[config.mk]
export PLATFORM = sky130hd
export DESIGN_NAME = gpe_event_gate
export DESIGN_NICKNAME = d
export VERILOG_FILES = /design/src/shared/gpe_pkg.sv /design/src/shared/gpe_if.sv /design/src/rtl/gpe_enable_reg.sv /design/src/rtl/gpe_event_gate.sv /design/src/rtl/gpe_input_status.sv
export SDC_FILE = /design/constraint.sdc
export NUM_CORES = 1
export LEC_CHECK = 0
export BUFFER_PORTS_ARGS = -buffer_cell sky130_fd_sc_hd__buf_2
export CORE_MARGIN = 4
export CORE_UTILIZATION = 48
export CTS_CLUSTER_SIZE = 12
export DETAILED_ROUTE_END_ITERATION = 8
export GPL_ROUTABILITY_DRIVEN = 0
export PLACE_DENSITY = 0.82
export SYNTH_ARGS = -nofsm -noshare
export SYNTH_HDL_FRONTEND = slang
export SYNTH_HIERARCHICAL = 1
export SYNTH_SLANG_ARGS = --single-unit
[constraint.sdc]
create_clock -name CLOCK -period 1.8 [get_ports CLOCK]
set_input_delay 0.36 -clock CLOCK [delete_from_list [all_inputs] [get_ports CLOCK]]
set_output_delay 0.36 -clock CLOCK [all_outputs]
set_load 0.1 [all_outputs]
[src/shared/gpe_pkg.sv]
`default_nettype none
package gpe_pkg;
    // i/o offsets relative to the power-management base
    localparam logic [15:0] OFS_EVENT0_STATUS = 16'h0028;
    localparam logic [15:0] OFS_EVENT0_WAKE_ENABLE = 16'h002A;
    localparam logic [15:0] OFS_INPUT_EVENT_STATUS = 16'h002C;
    // reset values
    localparam logic [15:0] ENABLE_RESET = 16'h0000;
    localparam logic [15:0] STATUS_RESET = 16'h0000;
    localparam logic [15:0] EVENT0_STATUS_RESET = 16'h0000;
    // writable enable bits: 11, 8, 7, 6, 5, 3, 2, 0
    localparam logic [15:0] ENABLE_WRITABLE = 16'h09ED;
    // bits cleared by each well reset
    localparam logic [15:0] RESUME_WELL_MASK = 16'h08FF;
    localparam logic [15:0] CLOCK_WELL_MASK = 16'hFF00;
    // enable field positions
    localparam int BIT_PM_WAKE_EN = 11;
    localparam int BIT_RING_EN = 8;
    localparam int BIT_MGMT_BUS_EN = 7;
    localparam int BIT_WDOG_SCI_EN = 6;
    localparam int BIT_CODEC_EN = 5;
    localparam int BIT_USB_EN = 3;
    localparam int BIT_THERM_POL = 2;
    localparam int BIT_THERM_EN = 0;
    // locally held event-0 status positions
    localparam int STS_RING = 8;
    localparam int STS_CODEC = 5;
    localparam int STS_THERMAL = 0;
    localparam int GPI_COUNT = 16;
    localparam logic [15:0] GPI_IMPL_DEFAULT = 16'hFFFF;
    // sleep state encoding on the sleep-state input
    localparam logic [2:0] SLEEP_S0 = 3'h0;
    localparam logic [2:0] SLEEP_S5 = 3'h5;
    // per-input routing field
    typedef enum logic [1:0] {ROUTE_NONE, ROUTE_SMI, ROUTE_SCI, ROUTE_RSVD} gpe_route_t;
endpackage : gpe_pkg
`default_nettype wire

[src/shared/gpe_if.sv]
`timescale 1ns/1ps
`default_nettype none
interface gpe_if;
    logic [15:0] wdata;
    logic enable_wr;
    logic status_w1c;
    logic [15:0] gpi_active;
    logic [15:0] enable_q;
    logic [15:0] status_q;
    modport ctrl (output wdata, output enable_wr, output status_w1c, output gpi_active,
                  input enable_q, input status_q);
    modport enables (input wdata, input enable_wr, output enable_q);
    modport status (input wdata, input status_w1c, input gpi_active, output status_q);
endinterface : gpe_if
`default_nettype wire

[src/rtl/gpe_enable_reg.sv]
`timescale 1ns/1ps
`default_nettype none
module gpe_enable_reg (
    input wire logic clk,
    input wire logic rst,
    input wire logic resume_rst,
    input wire logic clock_rst,
    input wire logic override_clr,
    gpe_if.enables bus
);
    logic [15:0] enable_d;

    // clears take priority over a same-cycle write; reserved bits never store
    always_comb begin
        enable_d = bus.enable_q;
        if (bus.enable_wr) begin
            enable_d = bus.wdata & gpe_pkg::ENABLE_WRITABLE;
        end
        if (resume_rst) begin
            enable_d = enable_d & ~gpe_pkg::RESUME_WELL_MASK;
        end
        if (clock_rst) begin
            enable_d = enable_d & ~gpe_pkg::CLOCK_WELL_MASK;
        end
        if (override_clr) begin
            enable_d = gpe_pkg::ENABLE_RESET;
        end
    end

    always_ff @(posedge clk or posedge rst) begin
        if (rst) begin
            bus.enable_q <= gpe_pkg::ENABLE_RESET;
        end else begin
            bus.enable_q <= enable_d;
        end
    end
endmodule : gpe_enable_reg
`default_nettype wire

[src/rtl/gpe_event_gate.sv]
`timescale 1ns/1ps
`default_nettype none
module gpe_event_gate #(
    parameter logic [15:0] GPI_IMPL = gpe_pkg::GPI_IMPL_DEFAULT
) (
    input wire logic CLOCK,
    input wire logic SYS_RST,
    input wire logic RESUME_WELL_RESET,
    input wire logic CLOCK_WELL_RESET,
    input wire logic POWER_BUTTON_OVERRIDE,
    input wire logic [15:0] POWER_MGMT_IO_BASE,
    input wire logic [15:0] IO_ADDR,
    input wire logic IO_WR,
    input wire logic IO_RD,
    input wire logic [15:0] IO_WDATA,
    output logic [15:0] IO_RDATA,
    output logic IO_RDATA_VALID,
    input wire logic [2:0] SLEEP_STATE,
    input wire logic S5_BY_OVERRIDE,
    input wire logic ACPI_MODE,
    input wire logic POWER_MGMT_WAKE_STATUS,
    input wire logic RING_INDICATE_INPUT_N,
    input wire logic MGMT_BUS_WAKE_REQ,
    input wire logic WATCHDOG_SCI_STATUS,
    input wire logic [1:0] CODEC_SDATA_IN,
    input wire logic CODEC_BITCLK_IDLE,
    input wire logic CODEC_INT_FLAG,
    input wire logic USB_WAKE_STATUS,
    input wire logic THERMAL_ALERT_INPUT,
    input wire logic [15:0] GPI_PIN,
    input wire logic [15:0] GPI_IS_INPUT,
    input wire logic [15:0] INPUT_INVERT_SELECT,
    input wire logic [15:0] GENERAL_INPUT_EVENT_ENABLE,
    input wire logic [31:0] INPUT_EVENT_ROUTING,
    output logic WAKE_EVENT,
    output logic SCI_REQ,
    output logic SYSTEM_MGMT_INTERRUPT
);
    gpe_if gbus ();

    logic [15:0] ev0_status_q;
    logic [15:0] ev0_status_d;
    logic ring_in_q;
    logic thermal_active;
    logic sleeping;
    logic pme_wake_ok;
    logic gpi_smi;
    logic gpi_sci;
    logic wake_d;
    logic sci_d;
    logic smi_d;
    logic [15:0] gpi_pending;

    // address match against the relocatable power-management base
    function automatic logic hit(input logic [15:0] addr, input logic [15:0] base, input logic [15:0] ofs);
        hit = (addr == 16'(base + ofs)); // base near the top of i/o space wraps, carry dropped on purpose
    endfunction : hit

    assign gbus.wdata = IO_WDATA;
    assign gbus.enable_wr = IO_WR && hit(IO_ADDR, POWER_MGMT_IO_BASE, gpe_pkg::OFS_EVENT0_WAKE_ENABLE);
    assign gbus.status_w1c = IO_WR && hit(IO_ADDR, POWER_MGMT_IO_BASE, gpe_pkg::OFS_INPUT_EVENT_STATUS);

    // per-pin active level: low by default, high when inverted
    for (genvar i = 0; i < gpe_pkg::GPI_COUNT; i++) begin : g_gpi
        assign gbus.gpi_active[i] = GPI_IS_INPUT[i] && (INPUT_INVERT_SELECT[i] ? GPI_PIN[i] : !GPI_PIN[i]);
    end

    gpe_enable_reg u_enable (
        .clk(CLOCK),
        .rst(SYS_RST),
        .resume_rst(RESUME_WELL_RESET),
        .clock_rst(CLOCK_WELL_RESET),
        .override_clr(POWER_BUTTON_OVERRIDE),
        .bus(gbus)
    );

    gpe_input_status #(
        .GPI_IMPL(GPI_IMPL)
    ) u_status (
        .clk(CLOCK),
        .rst(SYS_RST),
        .resume_rst(RESUME_WELL_RESET),
        .bus(gbus)
    );

    // thermal polarity select decides which pin level counts as active
    assign thermal_active = gbus.enable_q[gpe_pkg::BIT_THERM_POL] ? THERMAL_ALERT_INPUT
                                                                  : !THERMAL_ALERT_INPUT;

    // previous ring level, for the falling-edge detect
    always_ff @(posedge CLOCK or posedge SYS_RST) begin
        if (SYS_RST) begin
            ring_in_q <= 1'b1;
        end else begin
            ring_in_q <= RING_INDICATE_INPUT_N;
        end
    end

    // locally held event-0 status: set wins over a same-cycle write-one clear
    always_comb begin
        ev0_status_d = ev0_status_q;
        if (IO_WR && hit(IO_ADDR, POWER_MGMT_IO_BASE, gpe_pkg::OFS_EVENT0_STATUS)) begin
            ev0_status_d[gpe_pkg::STS_RING] = ev0_status_q[gpe_pkg::STS_RING] && !IO_WDATA[gpe_pkg::STS_RING];
            ev0_status_d[gpe_pkg::STS_CODEC] = ev0_status_q[gpe_pkg::STS_CODEC] && !IO_WDATA[gpe_pkg::STS_CODEC];
            ev0_status_d[gpe_pkg::STS_THERMAL] = ev0_status_q[gpe_pkg::STS_THERMAL]
                                                 && !IO_WDATA[gpe_pkg::STS_THERMAL];
        end
        if (ring_in_q && !RING_INDICATE_INPUT_N) begin
            ev0_status_d[gpe_pkg::STS_RING] = 1'b1;
        end
        if (((|CODEC_SDATA_IN) && CODEC_BITCLK_IDLE) || CODEC_INT_FLAG) begin
            ev0_status_d[gpe_pkg::STS_CODEC] = 1'b1;
        end
        // resume reset clears thermal only; ring and codec survive well resets
        if (RESUME_WELL_RESET) begin
            ev0_status_d[gpe_pkg::STS_THERMAL] = 1'b0;
        end
        if (thermal_active) begin
            ev0_status_d[gpe_pkg::STS_THERMAL] = 1'b1;
        end
    end

    // of the resets, only SYS_RST (full power loss of the backed well) clears ring and codec status; a write-one clear also clears them
    always_ff @(posedge CLOCK or posedge SYS_RST) begin
        if (SYS_RST) begin
            ev0_status_q <= gpe_pkg::EVENT0_STATUS_RESET;
        end else begin
            ev0_status_q <= ev0_status_d;
        end
    end

    // general input routing, one 2-bit field per input
    always_comb begin
        gpi_smi = 1'b0;
        gpi_sci = 1'b0;
        gpi_pending = gbus.status_q & GENERAL_INPUT_EVENT_ENABLE;
        for (int i = 0; i < gpe_pkg::GPI_COUNT; i++) begin
            if (gpi_pending[i]) begin
                unique case (gpe_pkg::gpe_route_t'(INPUT_EVENT_ROUTING[2*i +: 2]))
                    gpe_pkg::ROUTE_SMI: gpi_smi = 1'b1;
                    gpe_pkg::ROUTE_SCI: gpi_sci = 1'b1;
                    gpe_pkg::ROUTE_NONE, gpe_pkg::ROUTE_RSVD: ;
                endcase
            end
        end
    end

    assign sleeping = (SLEEP_STATE != gpe_pkg::SLEEP_S0);
    // from S5 the power-management wake counts only if S5 came from a software sleep entry
    assign pme_wake_ok = !((SLEEP_STATE == gpe_pkg::SLEEP_S5) && S5_BY_OVERRIDE);

    // wake gating: each source needs its status and its enable
    always_comb begin
        wake_d = 1'b0;
        if (sleeping) begin
            wake_d = (POWER_MGMT_WAKE_STATUS && gbus.enable_q[gpe_pkg::BIT_PM_WAKE_EN] && pme_wake_ok)
                  || (ev0_status_q[gpe_pkg::STS_RING] && gbus.enable_q[gpe_pkg::BIT_RING_EN])
                  || (MGMT_BUS_WAKE_REQ && gbus.enable_q[gpe_pkg::BIT_MGMT_BUS_EN])
                  || (ev0_status_q[gpe_pkg::STS_CODEC] && gbus.enable_q[gpe_pkg::BIT_CODEC_EN])
                  || (USB_WAKE_STATUS && gbus.enable_q[gpe_pkg::BIT_USB_EN])
                  || (gpi_pending != 16'h0000);
        end
    end

    // working-state interrupts; thermal goes to SCI under ACPI, else to SMI
    always_comb begin
        sci_d = 1'b0;
        smi_d = 1'b0;
        if (!sleeping) begin
            sci_d = (POWER_MGMT_WAKE_STATUS && gbus.enable_q[gpe_pkg::BIT_PM_WAKE_EN])
                 || (WATCHDOG_SCI_STATUS && gbus.enable_q[gpe_pkg::BIT_WDOG_SCI_EN])
                 || (ev0_status_q[gpe_pkg::STS_THERMAL] && gbus.enable_q[gpe_pkg::BIT_THERM_EN] && ACPI_MODE)
                 || gpi_sci;
            smi_d = (ev0_status_q[gpe_pkg::STS_THERMAL] && gbus.enable_q[gpe_pkg::BIT_THERM_EN] && !ACPI_MODE)
                 || gpi_smi;
        end
    end

    // event outputs registered so the ports come straight from flops
    always_ff @(posedge CLOCK or posedge SYS_RST) begin
        if (SYS_RST) begin
            WAKE_EVENT <= 1'b0;
            SCI_REQ <= 1'b0;
            SYSTEM_MGMT_INTERRUPT <= 1'b0;
        end else begin
            WAKE_EVENT <= wake_d;
            SCI_REQ <= sci_d;
            SYSTEM_MGMT_INTERRUPT <= smi_d;
        end
    end

    // read port: one cycle latency, unmapped addresses return zero
    always_ff @(posedge CLOCK or posedge SYS_RST) begin
        if (SYS_RST) begin
            IO_RDATA <= 16'h0000;
            IO_RDATA_VALID <= 1'b0;
        end else begin
            IO_RDATA_VALID <= IO_RD;
            if (!IO_RD) begin
                IO_RDATA <= 16'h0000;
            end else if (hit(IO_ADDR, POWER_MGMT_IO_BASE, gpe_pkg::OFS_EVENT0_WAKE_ENABLE)) begin
                IO_RDATA <= gbus.enable_q;
            end else if (hit(IO_ADDR, POWER_MGMT_IO_BASE, gpe_pkg::OFS_INPUT_EVENT_STATUS)) begin
                IO_RDATA <= gbus.status_q;
            end else if (hit(IO_ADDR, POWER_MGMT_IO_BASE, gpe_pkg::OFS_EVENT0_STATUS)) begin
                IO_RDATA <= ev0_status_q;
            end else begin
                IO_RDATA <= 16'h0000;
            end
        end
    end
endmodule : gpe_event_gate
`default_nettype wire

[src/rtl/gpe_input_status.sv]
`timescale 1ns/1ps
`default_nettype none
module gpe_input_status #(
    parameter logic [15:0] GPI_IMPL = gpe_pkg::GPI_IMPL_DEFAULT
) (
    input wire logic clk,
    input wire logic rst,
    input wire logic resume_rst,
    gpe_if.status bus
);
    logic [15:0] status_d;

    // set wins over clear; a w1c on a still-active input leaves the bit set
    always_comb begin
        status_d = bus.status_q;
        if (bus.status_w1c) begin
            status_d = status_d & ~(bus.wdata & ~bus.gpi_active);
        end
        status_d = (status_d | bus.gpi_active) & GPI_IMPL;
        if (resume_rst) begin
            status_d = gpe_pkg::STATUS_RESET;
        end
    end

    always_ff @(posedge clk or posedge rst) begin
        if (rst) begin
            bus.status_q <= gpe_pkg::STATUS_RESET;
        end else begin
            bus.status_q <= status_d;
        end
    end
endmodule : gpe_input_status
`default_nettype wire

== Word-level counts from Yosys, hierarchy flattened ==
Cells that the tools add are included.

* Bits in registers: 56
* Word-level logic and storage cells: 233

* Add/sub/neg operators: 3
* Bitwise operators: 6
* Equality and inequality tests: 36
* Muxes and demuxes: 101
* Reductions and logical operators: 75

{| class="wikitable"
|+ Operators with widths
! cell !! number
|-
| $mux W16 || 8
|-
| $mux W1 || 91
|-
| $add A16 B6 Y16 const B || 3
|-
| $and A16 B16 Y16 || 3
|-
| $eq A16 B16 Y1 || 3
|-
| $logic_and A1 B1 Y1 || 35
|-
| $eq A2 B1 Y1 const B || 16
|-
| $eq A2 B2 Y1 const B || 16
|-
| $not A16 Y16 || 2
|-
| $logic_not A1 Y1 || 23
|-
| $or A16 B16 Y16 || 1
|-
| $reduce_bool A16 Y1 || 1
|-
| $mux W12 || 1
|-
| $logic_or A1 B1 Y1 || 10
|-
| $mux W9 || 1
|-
| $reduce_bool A3 Y1 || 2
|-
| $reduce_bool A2 Y1 || 2
|-
| $reduce_bool A4 Y1 || 1
|-
| $eq A3 B3 Y1 const B || 1
|-
| $reduce_or A2 Y1 || 1
|}

== Longest topological paths before layout ==
Gate-level depths: netlist of run 1.

* Depth after elaboration: 35
* Gate-level depth with buffers: 13
* Depth with buffers taken out: 10

== By module ==
Netlist of run 1, hierarchy kept.

{| class="wikitable"
|+ Modules (own cells, without submodules)
! module !! area an instance (um2) !! cells each !! instances
|-
| gpe_event_gate || 2870.3 || 345 || 1
|-
| gpe_input_status || 777.0 || 68 || 1
|-
| gpe_enable_reg || 404.1 || 37 || 1
|}

== Least setup slack after synthesis of run 1 ==
OpenSTA, ideal clock, no wires.

* Path kind: input-to-reg
* Start: in POWER_MGMT_IO_BASE[3]
* End: reg u_status.bus.status_q[10]
* Cell stages on the path: 12
* Path slack: -855 ps
* Setup time: 135 ps
* Arrival time: 2520 ps
* Buffers on the path: 4
* Cell sequence: ha_1 -> clkbuf_1 -> a211oi_2 -> nor4b_1 -> xnor2_1 -> nand2_1 -> nor4_4 -> buf_2 -> and2_1 -> buf_6 -> buf_12 -> a311oi_2

* Cells in the longest elaborated chain, start to end: 6

{| class="wikitable"
|+ RTL lines
! item !! line !! RTL
|-
| start: declaration || gpe_event_gate.sv:11 || <nowiki>input wire logic [15:0] POWER_MGMT_IO_BASE,</nowiki>
|-
| $add A16 B6 Y16 || gpe_event_gate.sv:56 || <nowiki>hit = (addr == 16'(base + ofs));</nowiki>
|-
| $eq A16 B16 Y1 || gpe_event_gate.sv:56 ||
|-
| $logic_and A1 B1 Y1 || gpe_event_gate.sv:61 || <nowiki>assign gbus.status_w1c = IO_WR && hit(IO_ADDR, POWER_MGMT_IO_BASE, gpe_pkg::OFS_INPUT_EVENT_STATUS);</nowiki>
|-
| net gbus.status_w1c || gpe_if.sv:6 || <nowiki>logic status_w1c;</nowiki>
|-
| $mux W16 || gpe_input_status.sv:16 || <nowiki>if (bus.status_w1c) begin</nowiki>
|-
| $or A16 B16 Y16 || gpe_input_status.sv:19 || <nowiki>status_d = (status_d | bus.gpi_active) & GPI_IMPL;</nowiki>
|-
| $mux W16 || gpe_input_status.sv:20 || <nowiki>if (resume_rst) begin</nowiki>
|-
| net u_status.status_d[10] || gpe_input_status.sv:11 || <nowiki>logic [15:0] status_d;</nowiki>
|-
| end signal: assignment || gpe_input_status.sv:27 || <nowiki>bus.status_q <= gpe_pkg::STATUS_RESET;</nowiki>
|-
| end signal: assignment || gpe_input_status.sv:29 || <nowiki>bus.status_q <= status_d;</nowiki>
|-
| end: declaration || gpe_if.sv:13 || <nowiki>modport status (input wdata, input status_w1c, input gpi_active, output status_q);</nowiki>
|}

The timed path passes the listed nets, and every way through them passes these cells.
A chain may end at the register's enable or synchronous reset.

== Final worst setup path of run 1 ==
* Start: in POWER_MGMT_IO_BASE[6]
* End: reg u_enable.bus.enable_q[0]

* Cells in the longest elaborated chain, start to end: 7

{| class="wikitable"
|+ RTL lines
! item !! line !! RTL
|-
| $add A16 B6 Y16 || gpe_event_gate.sv:56 ||
|-
| $eq A16 B16 Y1 || gpe_event_gate.sv:56 ||
|-
| $logic_and A1 B1 Y1 || gpe_event_gate.sv:60 || <nowiki>assign gbus.enable_wr = IO_WR && hit(IO_ADDR, POWER_MGMT_IO_BASE, gpe_pkg::OFS_EVENT0_WAKE_ENABLE);</nowiki>
|-
| net gbus.enable_wr || gpe_if.sv:5 || <nowiki>logic enable_wr;</nowiki>
|-
| $mux W16 || gpe_enable_reg.sv:16 || <nowiki>if (bus.enable_wr) begin</nowiki>
|-
| $mux W12 || gpe_enable_reg.sv:19 || <nowiki>if (resume_rst) begin</nowiki>
|-
| $mux W16 || gpe_enable_reg.sv:22 || <nowiki>if (clock_rst) begin</nowiki>
|-
| $mux W16 || gpe_enable_reg.sv:25 || <nowiki>if (override_clr) begin</nowiki>
|-
| end signal: assignment || gpe_enable_reg.sv:32 || <nowiki>bus.enable_q <= gpe_pkg::ENABLE_RESET;</nowiki>
|-
| end signal: assignment || gpe_enable_reg.sv:34 || <nowiki>bus.enable_q <= enable_d;</nowiki>
|-
| end: declaration || gpe_if.sv:12 || <nowiki>modport enables (input wdata, input enable_wr, output enable_q);</nowiki>
|}

The timed path passes the listed nets, and every way through them passes these cells. The select of a mux whose other input is x is not followed.

==> flow_results.org, run 1 <==
** Critical path
- Maximum fanout along the worst path :: 8
- Worst path cell trace :: clkbuf_4, buf_4, xnor2_1, a31oi_1, a32oi_1, and4_4, and3_4, mux2i_1, nor2_1
- Slowest library cell on the worst path :: xnor2_1
- STA classifies the critical path endpoint as a register.
- On the worst path, the slowest cell contributes a delay of 0.35 ns.
- STA classifies the critical path startpoint as a primary input.
- The startpoint identified for the worst register-to-register timing path is u_status/bus.status_q[1].
- The setup path with the least slack is of type in2reg.
- STA puts the critical path data arrival time at 2.38 ns.
- Crit path max-delay family :: simple AND/OR/NAND/NOR gates
- The setup check on the worst reg-to-reg path leaves a slack of 0.17 ns.
- Total stage count of the critical path :: 9
- The endpoint identified for the worst register-to-register timing path is SCI_REQ.
- Following the worst setup path forward leads to its endpoint at u_enable/bus.enable_q[0].
- The number of buffers and inverters on the critical path is 2.
- CP Launch Point :: POWER_MGMT_IO_BASE[6]
- STA puts the critical path data required time at 1.99 ns.
- Number of cell instances on the worst register-to-register path :: 6

** Timing
- Final hold slack :: 0.01827 ns
- Actual transition at the worst max-transition pin :: 0.6112 ns
- Tmin final :: 2.192 ns
- Final worst path period share :: 1.218
- Once routing completed, OpenROAD measured the worst setup slack at -0.3916 ns.
- Normalized max-slew margin :: 0.5921
- The count of endpoints failing hold in the final timing report was 0.
- Post-route setup TNS :: -11.77 ns
- RSZ-0062 raised after global routing :: true
- Maximum clock frequency :: 0.4563 GHz
- Final slew viol count :: 0
- Fin Clk Skew :: 0.01064 ns
- Setup violations remaining at the end of the flow were counted as 43.

** Clock network
- Hold_buf cts :: 0
- Counting the buffers created by CTS gives 5.
- After clock tree synthesis, the clock-pin slew on the worst setup and hold paths is 0.09 ns.
- CTS placed an instance of clkbuf_8 at the clock tree root.
- At the later pin of the worst-skew pair, clock insertion delay measures 0.31 ns.
- Number of levels in the clock H-tree :: 2
- Counting every sink on the clock net gives 48.
- In this run the deepest clock path goes through 2 buffers.
- TritonCTS built the clock tree.

** Power
- The analysis attributes to cell leakage a power of 2.870 nW.
- PD cells :: 496.8 nW/um^2
- Of the total power, the share spent switching nets is 0.3476.
- Combinational group share of total power :: 0.401
- The worst-case IR drop observed on VDD is 0.3304 mV.
- Internal power contribution :: 2.053 mW
- Sequential Power Share :: 0.375
- Net Sw Power :: 1.094 mW
- The share of total power dissipated in the clock network is 0.223.

** Logic synthesis
- Cell with the most instances after synthesis :: nor2_1
- Cell count after synthesis :: 450
- Main flop type after synthesis :: dfrtp_1
- Yosys attributes the largest share of cell area to dfrtp_1 (29%), xnor2_1 (9.9%), nand4b_1 (4.8%).
- Proportion of synthesized flip-flops having asynchronous set or reset :: 1.000
- Of the post-synthesis cell area, the dominant cell type holds 0.2903.
- Post-Syn Area per Cell :: 9.003 sq um
- Warning count from the yosys run :: 6
- Synthesized cell area :: 4051 sq um
- Cell taking the most area after synthesis :: dfrtp_1
- For this run, the register share of the synthesized area comes to 0.2968.
- The synthesized design contains 0 enable-type register cells.
- The number of different library cells used by synthesis comes to 66.
- Post-synthesis register bit count :: 48
- By count the netlist is led by nor2_1 (49), dfrtp_1 (47), xnor2_1 (46).

** Final layout
- Of the cells placed in the final design, the portion with a size suffix greater than 1 is 0.5121.
- Number of fill cells in the layout :: 497
- Area of the multi-input gates :: 3109 sq um
- Area growth from synthesis to layout :: 56.36%
- Total Nets Final :: 873
- The sequential cells in the finished layout cover a total of 1202 sq um.

** Global routing
- Most crowded layer after global routing :: met2
- Largest net degree at the start of global routing :: 25
- Antenna violations before repair :: 3
- For met2 alone, demand over resource in global routing was 0.4946.
- The first global-routing pass estimated 23.00 mm of wire.
- Global routing finished with a remaining overflow of 0.
- Vias in the first global route :: 4954
- Across every metal layer, demand over resource in global routing totals 0.2902.
- In the global route stage, met3 resource usage came out at 0.06880.
- GR Util met1 :: 0.3451

** Flow run
- Maximum capacitance violations :: 0

** Die
- Starting utilization of the core area :: 0.4931
- 186 I/O pins were placed.
- The floorplan step set the die height to 99.87 um.
- Number of rows created at floorplan :: 33
- Measured along the x axis, the die boundary spans 99.87 um.
- The die covers 9974 sq um.
- The core region is 8217 sq um.

** Route
- Routed WL per cell :: 20.89 um
- In the routed layout, each cell is associated on average with a via count of 6.277.
- Final wirelength :: 16.94 mm
- The detail route stage leaves a number of antenna-violating nets equal to 0.
- Total vias in the final route :: 5091
- The first TritonRoute pass finished after 6 iterations.
- DRC violation total after the first TritonRoute iteration :: 621
- After detailed routing, the number of remaining DRC violations is 0.

** Place
- Port-buffer cells :: 185
- Summed over all nets, the half-perimeter wirelength after detailed placement is 11.78 mm.

** Min path
- Hold Crit Class :: in2async

** Run status
- Violations in the final reports :: setup timing
- Result of the run :: finished, violations left
## worst register-to-register path, delay by kind of cell, from the launching register on
family / cells / cell delay (ns)
flip-flops: 1 / 0.44
AND/OR/NAND/NOR: 3 / 0.59
AO/OA/AOI/OAI: 3 / 0.47
## kinds of logic (layout without fill, tap and decap cells)
family	Yosys count	in the layout	synth area share
AOI/OAI and AO/OA	88	88	0.1890
xor gates and xnor gates	61	61	0.1374
adders and majority gates	5	5	0.01544
buffers and inverters	54	299	0.07072
DFF	48	48	0.2968
muxes	8	8	0.01977
other	1	11	0.0009256
and+or+nand+nor	185	186	0.2699
## power groups by stage
stage / combinational (mW) / sequential, mW / clock, mW
2_1_floorplan: 0.522 / 1.22 / 0
5_1_grt: 1.33 / 1.18 / 0.742
4_1_cts: 1.09 / 1.17 / 0.704
6_report: 1.26 / 1.18 / 0.703
3_5_place_dp: 1.02 / 1.19 / 0
3_3_place_gp: 0.985 / 1.19 / 0
## metal layers
metal  vias to the layer above  wire [um]
li1                       2153          -
met1                      2346       5832
met2                       466       8130
met3                       126       2034
met4                         0        942
met5                         -          0
## worst min path at each step
stage | startpoint | to | slack, ns
2_1_floorplan | SYS_RST | u_enable/bus.enable_q[0] | 0.18
3_5_place_dp | SYS_RST | u_enable/bus.enable_q[11] | 0.34
6_report | SYS_RST | u_enable/bus.enable_q[7] | 0.02
5_1_grt | SYS_RST | u_enable/bus.enable_q[7] | 0.03
4_1_cts | SYS_RST | u_enable/bus.enable_q[11] | 0.006
3_3_place_gp | SYS_RST | u_enable/bus.enable_q[11] | 0.32
## flip-flops by register name, indices dropped and copies added, names as in the netlist
name                   flops
ev0_status_q               3
IO_RDATA_VALID             1
IO_RDATA                  16
SYSTEM_MGMT_INTERRUPT      1
WAKE_EVENT                 1
u_enable/bus.enable_q      8
ring_in_q                  1
SCI_REQ                    1
u_status/bus.status_q     16
## placed cells by master, fill, tap and decap left out, types with 9 or more instances in the layout
cell and n:
dfrtp_1 47, buf_2 172, xnor2_1 42, a311oi_2 12, inv_1 27, and2_1 19
buf_4 64, nand4b_1 22, buf_6 19, nand4_1 12, nand2_1 19, nor2_1 43
a32oi_1 9
## area by class of cell
class	count	share of cell area
diodes	3	0.001185
clock buffers	8	0.01580
inverters	29	0.01916
multi-input cells	356	0.4908
flip-flops and latches	48	0.1898
well taps	105	0.02074
repair buffers	262	0.2625
## timing repair
| item | CTS | global route |
|---|---|---|
| gates cloned | 2 | 1 |
| hold endpoints to repair | 0 | 0 |
| setup buffers | 6 | 10 |
| setup endpoints to repair | 43 | 43 |
| pin swaps | 38 | 41 |
| resized for setup | 57 | 61 |
## metrics by stage
stage | cells | util | setup WS (ns) | area (sq um) | power, mW
after floorplan | 457 | - | -0.5852 | 4249 | 1.740
after global placement | 782 | 0.6752 | -0.6129 | 5548 | 2.177
after detailed placement | 782 | 0.6752 | -0.8348 | 5548 | 2.218
after CTS | 797 | 0.7239 | -0.2463 | 5948 | 2.968
after global routing | 811 | 0.7710 | -0.4723 | 6335 | 3.259
final | 811 | 0.7710 | -0.3916 | 6335 | 3.147
Note: power is estimated with default switching activity, not from simulation.
==> run 2: changes to the inputs <==
--- a/config.mk
+++ b/config.mk
@@ -6,11 +6,12 @@
 export NUM_CORES = 1
 export LEC_CHECK = 0
 export BUFFER_PORTS_ARGS = -buffer_cell sky130_fd_sc_hd__buf_2
-export CORE_MARGIN = 4
+export CORE_MARGIN = 5
 export CORE_UTILIZATION = 48
 export CTS_CLUSTER_SIZE = 12
 export DETAILED_ROUTE_END_ITERATION = 8
 export GPL_ROUTABILITY_DRIVEN = 0
+export HOLD_SLACK_MARGIN = 0.12
 export PLACE_DENSITY = 0.82
 export SYNTH_ARGS = -nofsm -noshare
 export SYNTH_HDL_FRONTEND = slang
==> run 2 against run 1 <==
Effect of this change: the flow still finishes with violations (setup timing); combinational power barely moved; hold slack improved by 0.14 ns; via count rose by 2.0%; largest power group unchanged.
==> flow_results.org, run 2 (synthesized netlist as in run 1, its figures left out) <==
** Min path
- Counting instances, the worst hold path has a depth of 1.
- The class of the tightest hold or removal check is in2reg (was in2async).

** Place
- The instance area at placement came to 5553 sq um (was 5548 sq um).
- Port-buffer cells :: 185 (unchanged)
- The placed wire-length estimate came to 11.83 mm (was 11.78 mm).
- The post-placement cell count was 781 (was 782).

** Die
- Die Width :: 101.9 um (was 99.87 um)
- The number of cell rows came to 33 (unchanged).
- Starting utilization of the core area :: 0.4931 (unchanged)
- The vertical die dimension was 101.9 um (was 99.87 um).
- The area of the die is 10380 sq um (was 9974 sq um).
- The number of top-level pins is 186 (unchanged).
- Total core area :: 8217 sq um (unchanged)

** Final layout
- The final standard cell area without fillers is 6305 sq um (was 6335 sq um).
- Most frequent cells in the layout :: buf_2 (172), buf_4 (61), dfrtp_1 (47), nor2_1 (46), xnor2_1 (39) (was buf_2 (172), buf_4 (64), dfrtp_1 (47), nor2_1 (43), xnor2_1 (42))
- The share of final-layout standard cells stronger than drive strength 1 is 0.4993 (was 0.5121).
- The area of combinational cells with multiple inputs came to 3109 sq um (unchanged).
- The net count of the finished layout is 869 (was 873).
- Most frequent standard cell in the layout excluding fill and tap cells :: buf_2 (unchanged)
- The sequential cell area is 1202 sq um (unchanged).
- The post-layout utilization of the core is 0.7673 (was 0.7710).
- The final-layout fill cell count came to 523 (was 497).
- Largest registers: IO_RDATA (16), u_status/bus.status_q (16), u_enable/bus.enable_q (8) (unchanged).
- Area growth from synthesis to layout :: 55.62% (was 56.36%)
- The count of placed standard cells in the final layout, fillers left out came to 805 (was 811).

** Route
- The post-detailed-route DRC marker count came to 0 (unchanged).
- The routed wire length is 17.80 mm (was 16.94 mm).
- The detailed-route wire length per cell is 22.11 um (was 20.89 um).
- The number of vias in the routed layout came to 5194 (was 5091).
- The initial DRC count came to 677 (was 621).
- Detailed-route vias per instance :: 6.452 (was 6.277)
- The post-route antenna net violation count was 0 (unchanged).
- First-pass iteration count of the detailed router :: 9 (was 6)

** Timing
- The post-layout worst setup margin was -0.5105 ns (was -0.3916 ns).
- The remaining max-slew budget at the tightest pin is 0.5635 (was 0.5921).
- The final max-slew violation count was 0 (unchanged).
- Final worst path period share :: 1.284 (was 1.218)
- Fin Clk Skew :: 0.004969 ns (was 0.01064 ns)
- The measured slew at the worst slew-check pin was 0.6541 ns (was 0.6112 ns).
- The time the worst path needs with I/O delays and setup was 2.310 ns (was 2.192 ns).
- Maximum clock frequency :: 0.4328 GHz (was 0.4563 GHz)
- Final hold violations :: 0 (unchanged)
- RSZ-0062 raised after global routing: true (unchanged).
- The setup violation total in the final timing report was 43 (unchanged).

** Power
- The part of the total power dissipated in sequential elements came to 0.386 (was 0.375).
- The clock network power share came to 0.202 (was 0.223).
- The switching share of power came to 0.3565 (was 0.3476).
- The combinational share of power is 0.412 (was 0.401).
- The reported leakage power came to 2.874 nW (was 2.870 nW).
- The cell area power density is 485.7 nW/um^2 (was 496.8 nW/um^2).
- Internal power contribution :: 1.971 mW (was 2.053 mW)
- The switching power came to 1.091 mW (was 1.094 mW).
- Maximum resistive drop on vdd :: 0.3892 mV (was 0.3304 mV)

** Clock network
- The H-tree depth reported by CTS was 2 (unchanged).
- Post-CTS clock slew at the launch and capture registers of the worst setup and hold paths :: 0.08 ns (was 0.09 ns)
- Buffer type at the clock tree root :: clkbuf_8 (unchanged)
- The number of buffers inserted during clock tree synthesis is 5 (unchanged).
- Skew-Pair Late Insertion Delay :: 0.30 ns (was 0.31 ns)
- The maximum count of clock buffers along a single path came to 2 (unchanged).
- The TritonCTS clock tree is done (unchanged).
- # clock sinks :: 48 (unchanged)

** Global routing
- First-pass GRT wire length :: 23.95 mm (was 23.00 mm)
- Antenna violations before repair :: 1 (was 3)
- The largest net degree at the start of global routing came to 18 (was 25).
- The sum of overflow across all layers after global routing came to 0 (unchanged).
- The combined global-route utilization of all metal layers is 0.2918 (was 0.2902).
- Vias in the first global route :: 5019 (was 4954)

** Run status
- Violations in the final reports: setup timing (unchanged).
- Result of the run :: finished, violations left (unchanged)

** Critical path
- Number of cell instances on the worst register-to-register path :: 6 (unchanged)
- The kind of end point of the critical path was a register (unchanged).
- The type of the worst setup path is in2reg (unchanged).
- The type of element launching the critical path is a primary input (unchanged).
- Worst Path Arrival :: 2.51 ns (was 2.38 ns)
- Required time at the worst-slack endpoint :: 2.00 ns (was 1.99 ns)
- The largest driver fanout on the critical path came to 6 (was 8).
- Internal reg-to-reg setup slack :: 0.16 ns (was 0.17 ns)

** Flow run
- Maximum capacitance violations :: 0 (unchanged)
-- run 2: changes by cell type in the layout (fill, tap and decap cells not counted), moves of 3 or more --
cell / delta
a311oi_1: +3
xnor2_1: -3
nor2_2: -3
buf_6: -4
buf_4: -3
nor2_1: +3
a311oi_2: -3
-- run 2: layout make-up --
class / count / area share
clock buffers: 8 / 0.01270
diodes: 1 / 0.0003969
multi-input cells: 356 / 0.4932
inverters: 29 / 0.01925
repair buffers: 258 / 0.2629
flip-flops and latches: 48 / 0.1907
well taps: 105 / 0.02084
-- run 2: final timing paths --
| path | startpoint | end |
|---|---|---|
| max | IO_ADDR[12] | IO_RDATA[0] |
| min | RING_INDICATE_INPUT_N | ring_in_q |
| max reg2reg | u_status/bus.status_q[1] | SCI_REQ |
| min reg2reg | ev0_status_q[8] | ev0_status_q[8] |
| max in group asynchronous | SYS_RST | IO_RDATA[13] |
| min in group asynchronous | SYS_RST | u_enable/bus.enable_q[0] |
-- run 2: power by group through the flow --
stage | combinational [mW] | clock (mW) | sequential, mW
after floorplan | 0.522 | 0 | 1.22
after global placement | 0.984 | 0 | 1.19
after detailed placement | 1.02 | 0 | 1.19
after CTS | 1.09 | 0.621 | 1.17
after global routing | 1.33 | 0.668 | 1.18
final | 1.26 | 0.620 | 1.18
-- run 2: critical path, stage by stage --
cell and delay (ns):
buf_2 0.13, xor2_2 0.33, xnor2_1 0.19, nor3b_2 0.41, o22ai_2 0.21, nor4_4 0.29, buf_6 0.19, a32oi_2 0.08
a221oi_2 0.32
-- run 2: routing by layer --
layer | vias to the layer above | GRT usage | wire (um)
met5 | - | 0 | 0
met4 | 0 | 0.1413 | 1448
met3 | 185 | 0.08601 | 2364
met2 | 524 | 0.4914 | 8175
met1 | 2340 | 0.3412 | 5813
li1 | 2145 | - | -
-- run 2: what timing repair did --
item,CTS,global route
hold endpoints to repair,17,0
buffers inserted,9,4
resized for setup,47,58
gates cloned,2,0
setup endpoints to repair,43,43
pin swaps,34,25
hold buffers,1,0
-- run 2: stage by stage --
step                hold slack (ns)  total power [mW]  worst slack (ns)  setup TNS [ns]
finish                       0.1615             3.062           -0.5105          -18.16
global route                 0.1584             3.176           -0.5399          -19.14
CTS                          0.1607             2.888           -0.2629          -8.769
detailed placement           0.3387             2.213           -0.7467          -27.35
global placement             0.3287             2.174           -0.6498          -24.05
floorplan                    0.1757             1.740           -0.5852          -16.38
